<file path="src/rtl/crt_pkg.sv">
// Package for the contactless RF timer block: widths, encodings, carriers.
// Assumes one system clock; RF rates arrive as enables, oscillators as pin levels.
package crt_pkg;
  localparam int CRT_TMR_W = 20;
  localparam int CRT_PRE_W = 8;
  localparam logic [CRT_TMR_W-1:0] CRT_TMR_RST = 20'h00000;
  localparam logic [2:0] CRT_PRE_RST = 3'h0;

  // Start trigger selection for the RF timers
  typedef enum logic [2:0] {
    CRT_ST_NOW = 3'h0,
    CRT_ST_FIELD_ON = 3'h1,
    CRT_ST_FIELD_OFF = 3'h2,
    CRT_ST_RX_START = 3'h3,
    CRT_ST_RX_END = 3'h4,
    CRT_ST_TX_START = 3'h5,
    CRT_ST_TX_END = 3'h6,
    CRT_ST_OSC_RUN = 3'h7
  } crt_start_t;

  // Timer run state
  typedef enum logic [1:0] {
    CRT_IDLE = 2'h0,
    CRT_ARMED = 2'h1,
    CRT_RUN = 2'h2
  } crt_state_t;

  // Per RF timer configuration
  typedef struct packed {
    logic [CRT_TMR_W-1:0] start_value;
    logic [2:0] prescale;
    crt_start_t trigger;
    logic reload;
    logic enable;
  } crt_cfg_t;

  // RF events, one-cycle pulses in the system clock domain
  typedef struct packed {
    logic field_on;
    logic field_off;
    logic rx_start;
    logic rx_end;
    logic tx_start;
    logic tx_end;
  } crt_evt_t;
endpackage : crt_pkg

</file>
<file path="src/rtl/crt_rf_timer.sv">
// One 20-bit RF timer: prescaled count-down with trigger and reload.
// Assumes tick_13m is a one-cycle enable at the contactless clock rate.
`timescale 1ns/100ps
module crt_rf_timer
  import crt_pkg::*;
(
  input wire logic clk,
  input wire logic rst_n,
  input wire logic tick_13m,
  input crt_pkg::crt_cfg_t cfg,
  input crt_pkg::crt_evt_t evt,
  input wire logic osc_running,
  input wire logic flag_clr,
  output logic [crt_pkg::CRT_TMR_W-1:0] count,
  output logic running,
  output logic expired_flag
);
  import crt_pkg::*;

  crt_state_t state_reg;
  logic [CRT_PRE_W-1:0] pre_reg;
  logic [CRT_TMR_W-1:0] cnt_reg;
  logic flag_reg;
  logic enable_d_reg;

  // Prescaler: divide by 2 << prescale, i.e. 2..256
  wire [CRT_PRE_W-1:0] pre_max = CRT_PRE_W'((9'h002 << cfg.prescale) - 9'h001);
  wire pre_tick = tick_13m && (pre_reg == pre_max);
  wire arm = cfg.enable && !enable_d_reg;

  // Trigger decode
  logic trig_hit;
  always_comb begin
    case (cfg.trigger)
      CRT_ST_NOW: trig_hit = 1'b1;
      CRT_ST_FIELD_ON: trig_hit = evt.field_on;
      CRT_ST_FIELD_OFF: trig_hit = evt.field_off;
      CRT_ST_RX_START: trig_hit = evt.rx_start;
      CRT_ST_RX_END: trig_hit = evt.rx_end;
      CRT_ST_TX_START: trig_hit = evt.tx_start;
      CRT_ST_TX_END: trig_hit = evt.tx_end;
      CRT_ST_OSC_RUN: trig_hit = osc_running;
      default: trig_hit = 1'b0;
    endcase
  end

  wire expire = (state_reg == CRT_RUN) && pre_tick && (cnt_reg == '0);

  // Enable edge detector, so one write arms once
  always_ff @(posedge clk or negedge rst_n) begin
    if (!rst_n) begin
      enable_d_reg <= 1'b0;
    end else begin
      enable_d_reg <= cfg.enable;
    end
  end

  // Count-down core; clearing enable stops at once
  always_ff @(posedge clk or negedge rst_n) begin
    if (!rst_n) begin
      state_reg <= CRT_IDLE;
      pre_reg <= '0;
      cnt_reg <= CRT_TMR_RST;
    end else if (!cfg.enable) begin
      state_reg <= CRT_IDLE;
    end else begin
      case (state_reg)
        CRT_IDLE: begin
          if (arm) begin
            state_reg <= CRT_ARMED;
          end
        end
        CRT_ARMED: begin
          if (trig_hit) begin
            state_reg <= CRT_RUN;
            pre_reg <= '0;
            cnt_reg <= cfg.start_value;
          end
        end
        CRT_RUN: begin
          if (tick_13m) begin
            pre_reg <= pre_tick ? '0 : pre_reg + 1'b1;
          end
          if (expire) begin
            cnt_reg <= cfg.start_value;
            state_reg <= cfg.reload ? CRT_RUN : CRT_IDLE;
          end else if (pre_tick) begin
            cnt_reg <= cnt_reg - 1'b1;
          end
        end
        default: state_reg <= CRT_IDLE;
      endcase
    end
  end

  // Sticky expiry flag; a new expiry beats a clear
  always_ff @(posedge clk or negedge rst_n) begin
    if (!rst_n) begin
      flag_reg <= 1'b0;
    end else if (expire) begin
      flag_reg <= 1'b1;
    end else if (flag_clr) begin
      flag_reg <= 1'b0;
    end
  end

  assign count = cnt_reg;
  assign running = (state_reg == CRT_RUN);
  assign expired_flag = flag_reg;
endmodule : crt_rf_timer

</file>
<file path="src/rtl/crt_timers.sv">
// Top of the contactless RF timers: three RF timers and the trim timer.
// Assumes a 27.12 MHz source enable from PLL or field recovery and
// oscillator edges arriving as asynchronous levels on pins.
//
// Contract
// - Three RF timers, twenty bits each, clocked from contactless clock.
// - RF timer prescaler divides contactless clock by 2 up to 256.
// - RF start trigger: now, field on/off, rx or tx start/end.
// - RF timer may also start when the trim timer runs.
// - Every expiry sets that timer's flag and raises the interrupt.
// - Trim timer is twenty bits, clocked by low or high oscillator.
// - Trim timer works only while the contactless clock is present.
// - Trim timer has only a software immediate start.
// - Contactless clock is 27.12 MHz source halved, PLL or recovered.
`timescale 1ns/100ps
module crt_timers
  import crt_pkg::*;
#(
  parameter int NUM_RF = 3
)(
  input wire logic clk,
  input wire logic resetn,
  input wire logic tick_pll_27m,
  input wire logic tick_rf_27m,
  input wire logic clk_src_rf,
  input wire logic rf_clock_present,
  input wire logic lfo_pin,
  input wire logic hfo_pin,
  input crt_pkg::crt_evt_t rf_events,
  input crt_pkg::crt_cfg_t rf_timer_a_cfg,
  input crt_pkg::crt_cfg_t rf_timer_b_cfg,
  input crt_pkg::crt_cfg_t rf_timer_c_cfg,
  input wire logic [2:0] rf_flag_clr,
  input wire logic osc_trim_start,
  input wire logic osc_trim_stop,
  input wire logic osc_trim_sel_hfo,
  input wire logic [crt_pkg::CRT_TMR_W-1:0] osc_trim_start_value,
  input wire logic osc_trim_flag_clr,
  output logic [crt_pkg::CRT_TMR_W-1:0] rf_timer_a_count,
  output logic [crt_pkg::CRT_TMR_W-1:0] rf_timer_b_count,
  output logic [crt_pkg::CRT_TMR_W-1:0] rf_timer_c_count,
  output logic [2:0] rf_running,
  output logic [2:0] rf_expired,
  output logic [crt_pkg::CRT_TMR_W-1:0] osc_trim_timer_count,
  output logic osc_trim_running,
  output logic osc_trim_expired,
  output logic irq
);
  import crt_pkg::*;

  // Reset release through two flops
  logic [1:0] rst_sync_reg;
  always_ff @(posedge clk or negedge resetn) begin
    if (!resetn) begin
      rst_sync_reg <= 2'h0;
    end else begin
      rst_sync_reg <= {rst_sync_reg[0], 1'b1};
    end
  end
  wire rst_n = rst_sync_reg[1];

  // Halve the selected 27.12 MHz source to the contactless rate
  logic half_reg;
  wire src_tick = clk_src_rf ? tick_rf_27m : tick_pll_27m;
  always_ff @(posedge clk or negedge rst_n) begin
    if (!rst_n) begin
      half_reg <= 1'b0;
    end else if (src_tick) begin
      half_reg <= ~half_reg;
    end
  end
  wire tick_13m = src_tick && half_reg;

  // Oscillator pins: three flops, a change counts when 2nd and 3rd agree
  logic [2:0] lfo_sync_reg;
  logic [2:0] hfo_sync_reg;
  logic osc_level_reg;
  always_ff @(posedge clk or negedge rst_n) begin
    if (!rst_n) begin
      lfo_sync_reg <= 3'h0;
      hfo_sync_reg <= 3'h0;
      osc_level_reg <= 1'b0;
    end else begin
      lfo_sync_reg <= {lfo_sync_reg[1:0], lfo_pin};
      hfo_sync_reg <= {hfo_sync_reg[1:0], hfo_pin};
      if (osc_trim_sel_hfo ? (hfo_sync_reg[1] == hfo_sync_reg[2])
                           : (lfo_sync_reg[1] == lfo_sync_reg[2])) begin
        osc_level_reg <= osc_trim_sel_hfo ? hfo_sync_reg[2] : lfo_sync_reg[2];
      end
    end
  end
  // Oscillator select; hfo near the system rate only counts when sampled
  // Switching source while running may lose or add one edge
  wire osc_sel_lvl = osc_trim_sel_hfo ? hfo_sync_reg[2] : lfo_sync_reg[2];
  wire osc_agree = osc_trim_sel_hfo ? (hfo_sync_reg[1] == hfo_sync_reg[2])
                                    : (lfo_sync_reg[1] == lfo_sync_reg[2]);
  wire osc_tick = osc_agree && osc_sel_lvl && !osc_level_reg;

  // RF timer instances
  crt_cfg_t cfg_arr [NUM_RF];
  logic [CRT_TMR_W-1:0] cnt_arr [NUM_RF];
  assign cfg_arr[0] = rf_timer_a_cfg;
  assign cfg_arr[1] = rf_timer_b_cfg;
  assign cfg_arr[2] = rf_timer_c_cfg;

  genvar gi;
  generate
    for (gi = 0; gi < NUM_RF; gi++) begin : g_rf
      crt_rf_timer u_rf (
        .clk(clk),
        .rst_n(rst_n),
        .tick_13m(tick_13m),
        .cfg(cfg_arr[gi]),
        .evt(rf_events),
        .osc_running(osc_trim_running),
        .flag_clr(rf_flag_clr[gi]),
        .count(cnt_arr[gi]),
        .running(rf_running[gi]),
        .expired_flag(rf_expired[gi])
      );
    end
  endgenerate
  assign rf_timer_a_count = cnt_arr[0];
  assign rf_timer_b_count = cnt_arr[1];
  assign rf_timer_c_count = cnt_arr[2];

  // Trim timer: software start only, halts without contactless clock
  logic trim_run_reg;
  logic [CRT_TMR_W-1:0] trim_cnt_reg;
  logic trim_flag_reg;
  wire trim_ok = rf_clock_present;
  wire trim_expire = trim_run_reg && trim_ok && osc_tick
                     && (trim_cnt_reg == '0);
  always_ff @(posedge clk or negedge rst_n) begin
    if (!rst_n) begin
      trim_run_reg <= 1'b0;
      trim_cnt_reg <= CRT_TMR_RST;
    end else if (osc_trim_stop) begin
      trim_run_reg <= 1'b0;
    end else if (osc_trim_start && trim_ok) begin
      trim_run_reg <= 1'b1;
      trim_cnt_reg <= osc_trim_start_value;
    end else if (trim_expire) begin
      trim_run_reg <= 1'b0;
    end else if (trim_run_reg && trim_ok && osc_tick) begin
      trim_cnt_reg <= trim_cnt_reg - 1'b1;
    end
  end

  // Sticky trim flag; set beats clear
  always_ff @(posedge clk or negedge rst_n) begin
    if (!rst_n) begin
      trim_flag_reg <= 1'b0;
    end else if (trim_expire) begin
      trim_flag_reg <= 1'b1;
    end else if (osc_trim_flag_clr) begin
      trim_flag_reg <= 1'b0;
    end
  end

  assign osc_trim_timer_count = trim_cnt_reg;
  assign osc_trim_running = trim_run_reg;
  assign osc_trim_expired = trim_flag_reg;
  assign irq = |rf_expired || trim_flag_reg;
endmodule : crt_timers

</file>
<file path="config.mk">
export PLATFORM = sky130hd
export DESIGN_NAME = crt_timers
export DESIGN_NICKNAME = d
export VERILOG_FILES = /design/src/rtl/crt_pkg.sv /design/src/rtl/crt_rf_timer.sv /design/src/rtl/crt_timers.sv
export SDC_FILE = /design/constraint.sdc
export NUM_CORES = 1
export LEC_CHECK = 0
export BUFFER_PORTS_ARGS = -buffer_cell sky130_fd_sc_hd__clkbuf_2
export CORE_AREA = 2 2 140 155
export DETAILED_ROUTE_END_ITERATION = 8
export DIE_AREA = 0 0 142 157
export MAX_ROUTING_LAYER = met4
export PLACE_DENSITY = 0.7
export SLEW_MARGIN = 40
export SYNTH_ARGS = -nofsm -noshare
export SYNTH_HDL_FRONTEND = slang
export SYNTH_SLANG_ARGS = --single-unit
</file>
<file path="constraint.sdc">
create_clock -name clk -period 8 [get_ports clk]
set_clock_uncertainty 0.1 [all_clocks]
set_input_delay 1.6 -clock clk [delete_from_list [all_inputs] [get_ports clk]]
set_output_delay 1.6 -clock clk [all_outputs]
set_load 0.05 [all_outputs]
</file>
==> metrics.csv <==
stage,metric,value,unit
status,result of the run,"complete, no violations",
detailed_routing,Detailed Routing Iterations Pass 1,5,
critical_path,worst reg2reg path startpoint,g_rf[1].u_rf.count[0],
synth,sequential element share of the synthesized area,39.2,%
clocking,later-pin clock latency in the skew report,0.43,ns
finish,post-route cell area,0.00993,mm^2
critical_path,Crit. End Element,flop,
finish,end-of-flow core utilization,48.3,%
critical_path,FF-to-FF End,g_rf[1].u_rf.count[16],
clocking,Num CTS Buffers,17,
pwr,pwr dens,360,mW/mm^2
synth,most used flip-flop cell after synthesis,sky130_fd_sc_hd__dfrtp_1,
clocking,Clock Tree Buf Depth,2,
critical_path,crit-path most repeated cell,sky130_fd_sc_hd__and2_1,
synth,per-instance average area after synthesis,8.63,um^2
pwr,largest voltage drop on the vdd net,0.208,mV
placed_design,global placer's final weighted congestion,0.858,
critical_path,largest stage delay on the critical path,0.76,ns
die,count of boundary I/O pins,214,
sta,sum of negative setup slack,0,ns
finish,max FFs per register,60,
global_route,antenna violations before repair,0,
detailed_routing,"wirelength, routed",23.0,mm
clocking,clock root buffer,sky130_fd_sc_hd__clkbuf_16,
sta,min Tclk post-route,4.28,ns
synth,Synth top area share,39.2,%
clocking,clock-pin slew reported for the worst setup and hold paths after clock tree synthesis,0.06,ns
synth,library cell with the largest summed area after synthesis,sky130_fd_sc_hd__dfrtp_1,
placed_design,DP Wirelength,16.9,mm
clocking,Clock Sinks,128,
detailed_routing,via-per-instance ratio,5.69,
sta,setup repair after global routing missed its margin,false,
synth,number of unique standard cell types used by synthesis,81,
detailed_routing,Final ANT Viol Nets,0,
clocking,clock tree from TritonCTS,built,
sta,number of failing hold endpoints at the final stage,0,
critical_path,Setup Crit Path Kind,in -> reg,
critical_path,sort of element at the start of the critical path,primary input,
die,floorplan die width,142,um
die,die area,0.0223,mm^2
critical_path,Worst R2R Setup Slack,4.71,ns
synth,cell area after synthesis,0.00816,mm^2
clocking,setup bufs post-CTS,0,
hold_path,type of the worst min-delay path,reg -> async,
clocking,total of hold buffers inserted after clock tree synthesis,0,
placed_design,number of I/O port buffers,213,
critical_path,Worst Path Required,8.16,ns
critical_path,cell count of the worst reg-to-reg path,9,
sta,final cycle utilization of the critical path,53.6,%
finish,"non-filler cells, final",1404,
critical_path,Critical Path Fanout Max,24,
detailed_routing,remaining design rule violation count,0,
critical_path,crit path DAT,4.44,ns
die,Die Height,157,um
global_route,vias in the first global route,7466,
sta,pins over their slew limit,0,
finish,share of cells above drive strength 1,24.5,%
placed_design,cell area after placement,0.00940,mm^2
critical_path,critical-path cell with the highest stage delay,sky130_fd_sc_hd__and2_1,
synth,"Async S/R FF share, synth",100,%
global_route,pin count of the biggest net entering global routing,62,
global_route,aggregate global routing overflow,0,
die,Rows,55,
pwr,Leakage Power,4.32,nW
detailed_routing,initial DRC count,557,
finish,synthesis-to-finish area growth,21.6,%
global_route,GRT Total Usage,21.2,%
synth,count of flip-flops with a built-in enable after synthesis,0,
job,number of max-cap violations,0,
detailed_routing,number of vias in the routed layout,7984,
synth,post-synthesis instance total,946,
synth,post-synthesis sequential element count,128,
die,effective utilization at floorplan,39.7,%
global_route,global-route wire length before repair,37.2,mm
finish,antenna cells,0,
sta,maximum frequency from static timing analysis,233,MHz
clocking,Max H-tree Level,4,
synth,synthesized net count,1087,
detailed_routing,Routed wire per std cell,16.4,um
finish,final-stage net count,1276,
sta,Worst Max-Slew Pin Slew,0.799,ns
die,Std-Cell Core Area,0.0206,mm^2
synth,main area contributors after synthesis,"sky130_fd_sc_hd__dfrtp_1 39%, sky130_fd_sc_hd__mux2i_1 5.5%, sky130_fd_sc_hd__nor2_1 3.9%",
clocking,post-CTS resize count,0,
placed_design,number of cells after detailed placement,1372,
synth,Synth Warn #,0,
sta,Finish-stage setup viols,0,
sta,normalized max-slew margin,46.7,%
critical_path,crit path cell chain,clkbuf_2 > mux2_2 > and2_1 > o311ai_1 > nor3_1 > a21o_1 > and2_1 > a22oi_1,
worst max-delay path by stage:
stage	startpoint	cells after the start	slack (ns)	to
6_report	clk_src_rf	8	3.72	g_rf[2].u_rf.count[11]
3_3_place_gp	clk_src_rf	9	3.40	g_rf[1].u_rf.count[6]
5_1_grt	clk_src_rf	8	3.54	g_rf[2].u_rf.count[9]
2_1_floorplan	rst_sync_reg[1]	0	4.07	g_rf[0].u_rf.count[0]
3_5_place_dp	clk_src_rf	9	3.31	g_rf[1].u_rf.count[3]
4_1_cts	clk_src_rf	8	3.78	g_rf[2].u_rf.count[11]
worst max-delay path: cells and delay by family:
| kind | cells | cell delay, ns |
|---|---|---|
| buf+inv | 1 | 0.08 |
| mux | 1 | 0.24 |
| simple gates | 3 | 1.46 |
| compound gates | 3 | 1.05 |
metal layers:
layer  global-route usage (%)  vias up  part of all wire [%]
li1                         -     3869                     -
met3                     3.22       29                   5.0
met2                     33.3      262                    48
met5                        -        -                     0
met4                     7.14        0                   1.6
met1                     28.1     3824                    46
synthesized netlist by cell type, drive strengths merged (9+ instances only):
cell / n
o22ai: 9
mux2i: 45
xor2: 10
o2bb2ai: 18
a21oi: 59
and3: 12
nand3: 30
nand2: 80
o211ai: 18
clkbuf: 30
a22oi: 20
dfrtp: 128
a31oi: 12
o21ai: 78
nand4: 22
nor3: 45
ha: 16
nor2: 86
xnor2: 10
buf: 22
inv: 53
nor4: 21
and2: 10
power breakdown:
part | total [mW] | switching (mW) | internal (mW) | leakage, nW
sequential | 1.13 | 0.284 | 0.850 | 1.58
combinational | 1.74 | 1.24 | 0.508 | 2.50
clock | 0.696 | 0.295 | 0.401 | 0.250
total | 3.57 | 1.81 | 1.76 | 4.32
cell usage in the layout, fill, tap and decap left out, drive strengths merged, types with 7 or more instances in the layout:
cell type and count:
nor2 86, and2 10, nor3 45, clkbuf 235, xnor2 10, inv 53, nor4 21, buf 9
nand3 30, a221o 7, xor2 10, clkinv 8, o21ai 78, a22oi 20, dfrtp 128, nand4 22
a31oi 12, o211ai 18, mux2i 45, o22ai 9, and3 12, or3 8, a21oi 59, ha 16
nand2 80, o2bb2ai 18
cells by family (layout without fill, tap and decap cells):
logic type / Yosys count / after routing / synth area share [%]
simple gates: 348 / 348 / 21.6
compound gates: 275 / 275 / 22.1
flops: 128 / 128 / 39.2
buf+inv: 106 / 308 / 5.53
mux: 51 / 51 / 6.76
xor+xnor: 20 / 20 / 2.15
fa+ha+maj: 17 / 17 / 2.57
other cells: 1 / 1 / 0.0459
layout make-up:
cell class	count	area, um^2
fill	2010	10600
multi-input combinational	712	4530
sequential	128	3210
timing repair buffer	222	1150
clock buffer	22	454
tap	256	320
inverter	54	203
clock inverter	10	65.1
per-stage QoR:
| stage | setup slack [ns] | power, mW | hold WS (ns) |
|---|---|---|---|
| after floorplan | 4.07 | 2.44 | 0.231 |
| after global placement | 3.40 | 2.85 | 0.237 |
| after detailed placement | 3.31 | 2.88 | 0.174 |
| after CTS | 3.78 | 3.59 | 0.175 |
| after global routing | 3.54 | 3.80 | 0.203 |
| final | 3.72 | 3.57 | 0.165 |
No activity file was read; power rests on OpenSTA's default activity.
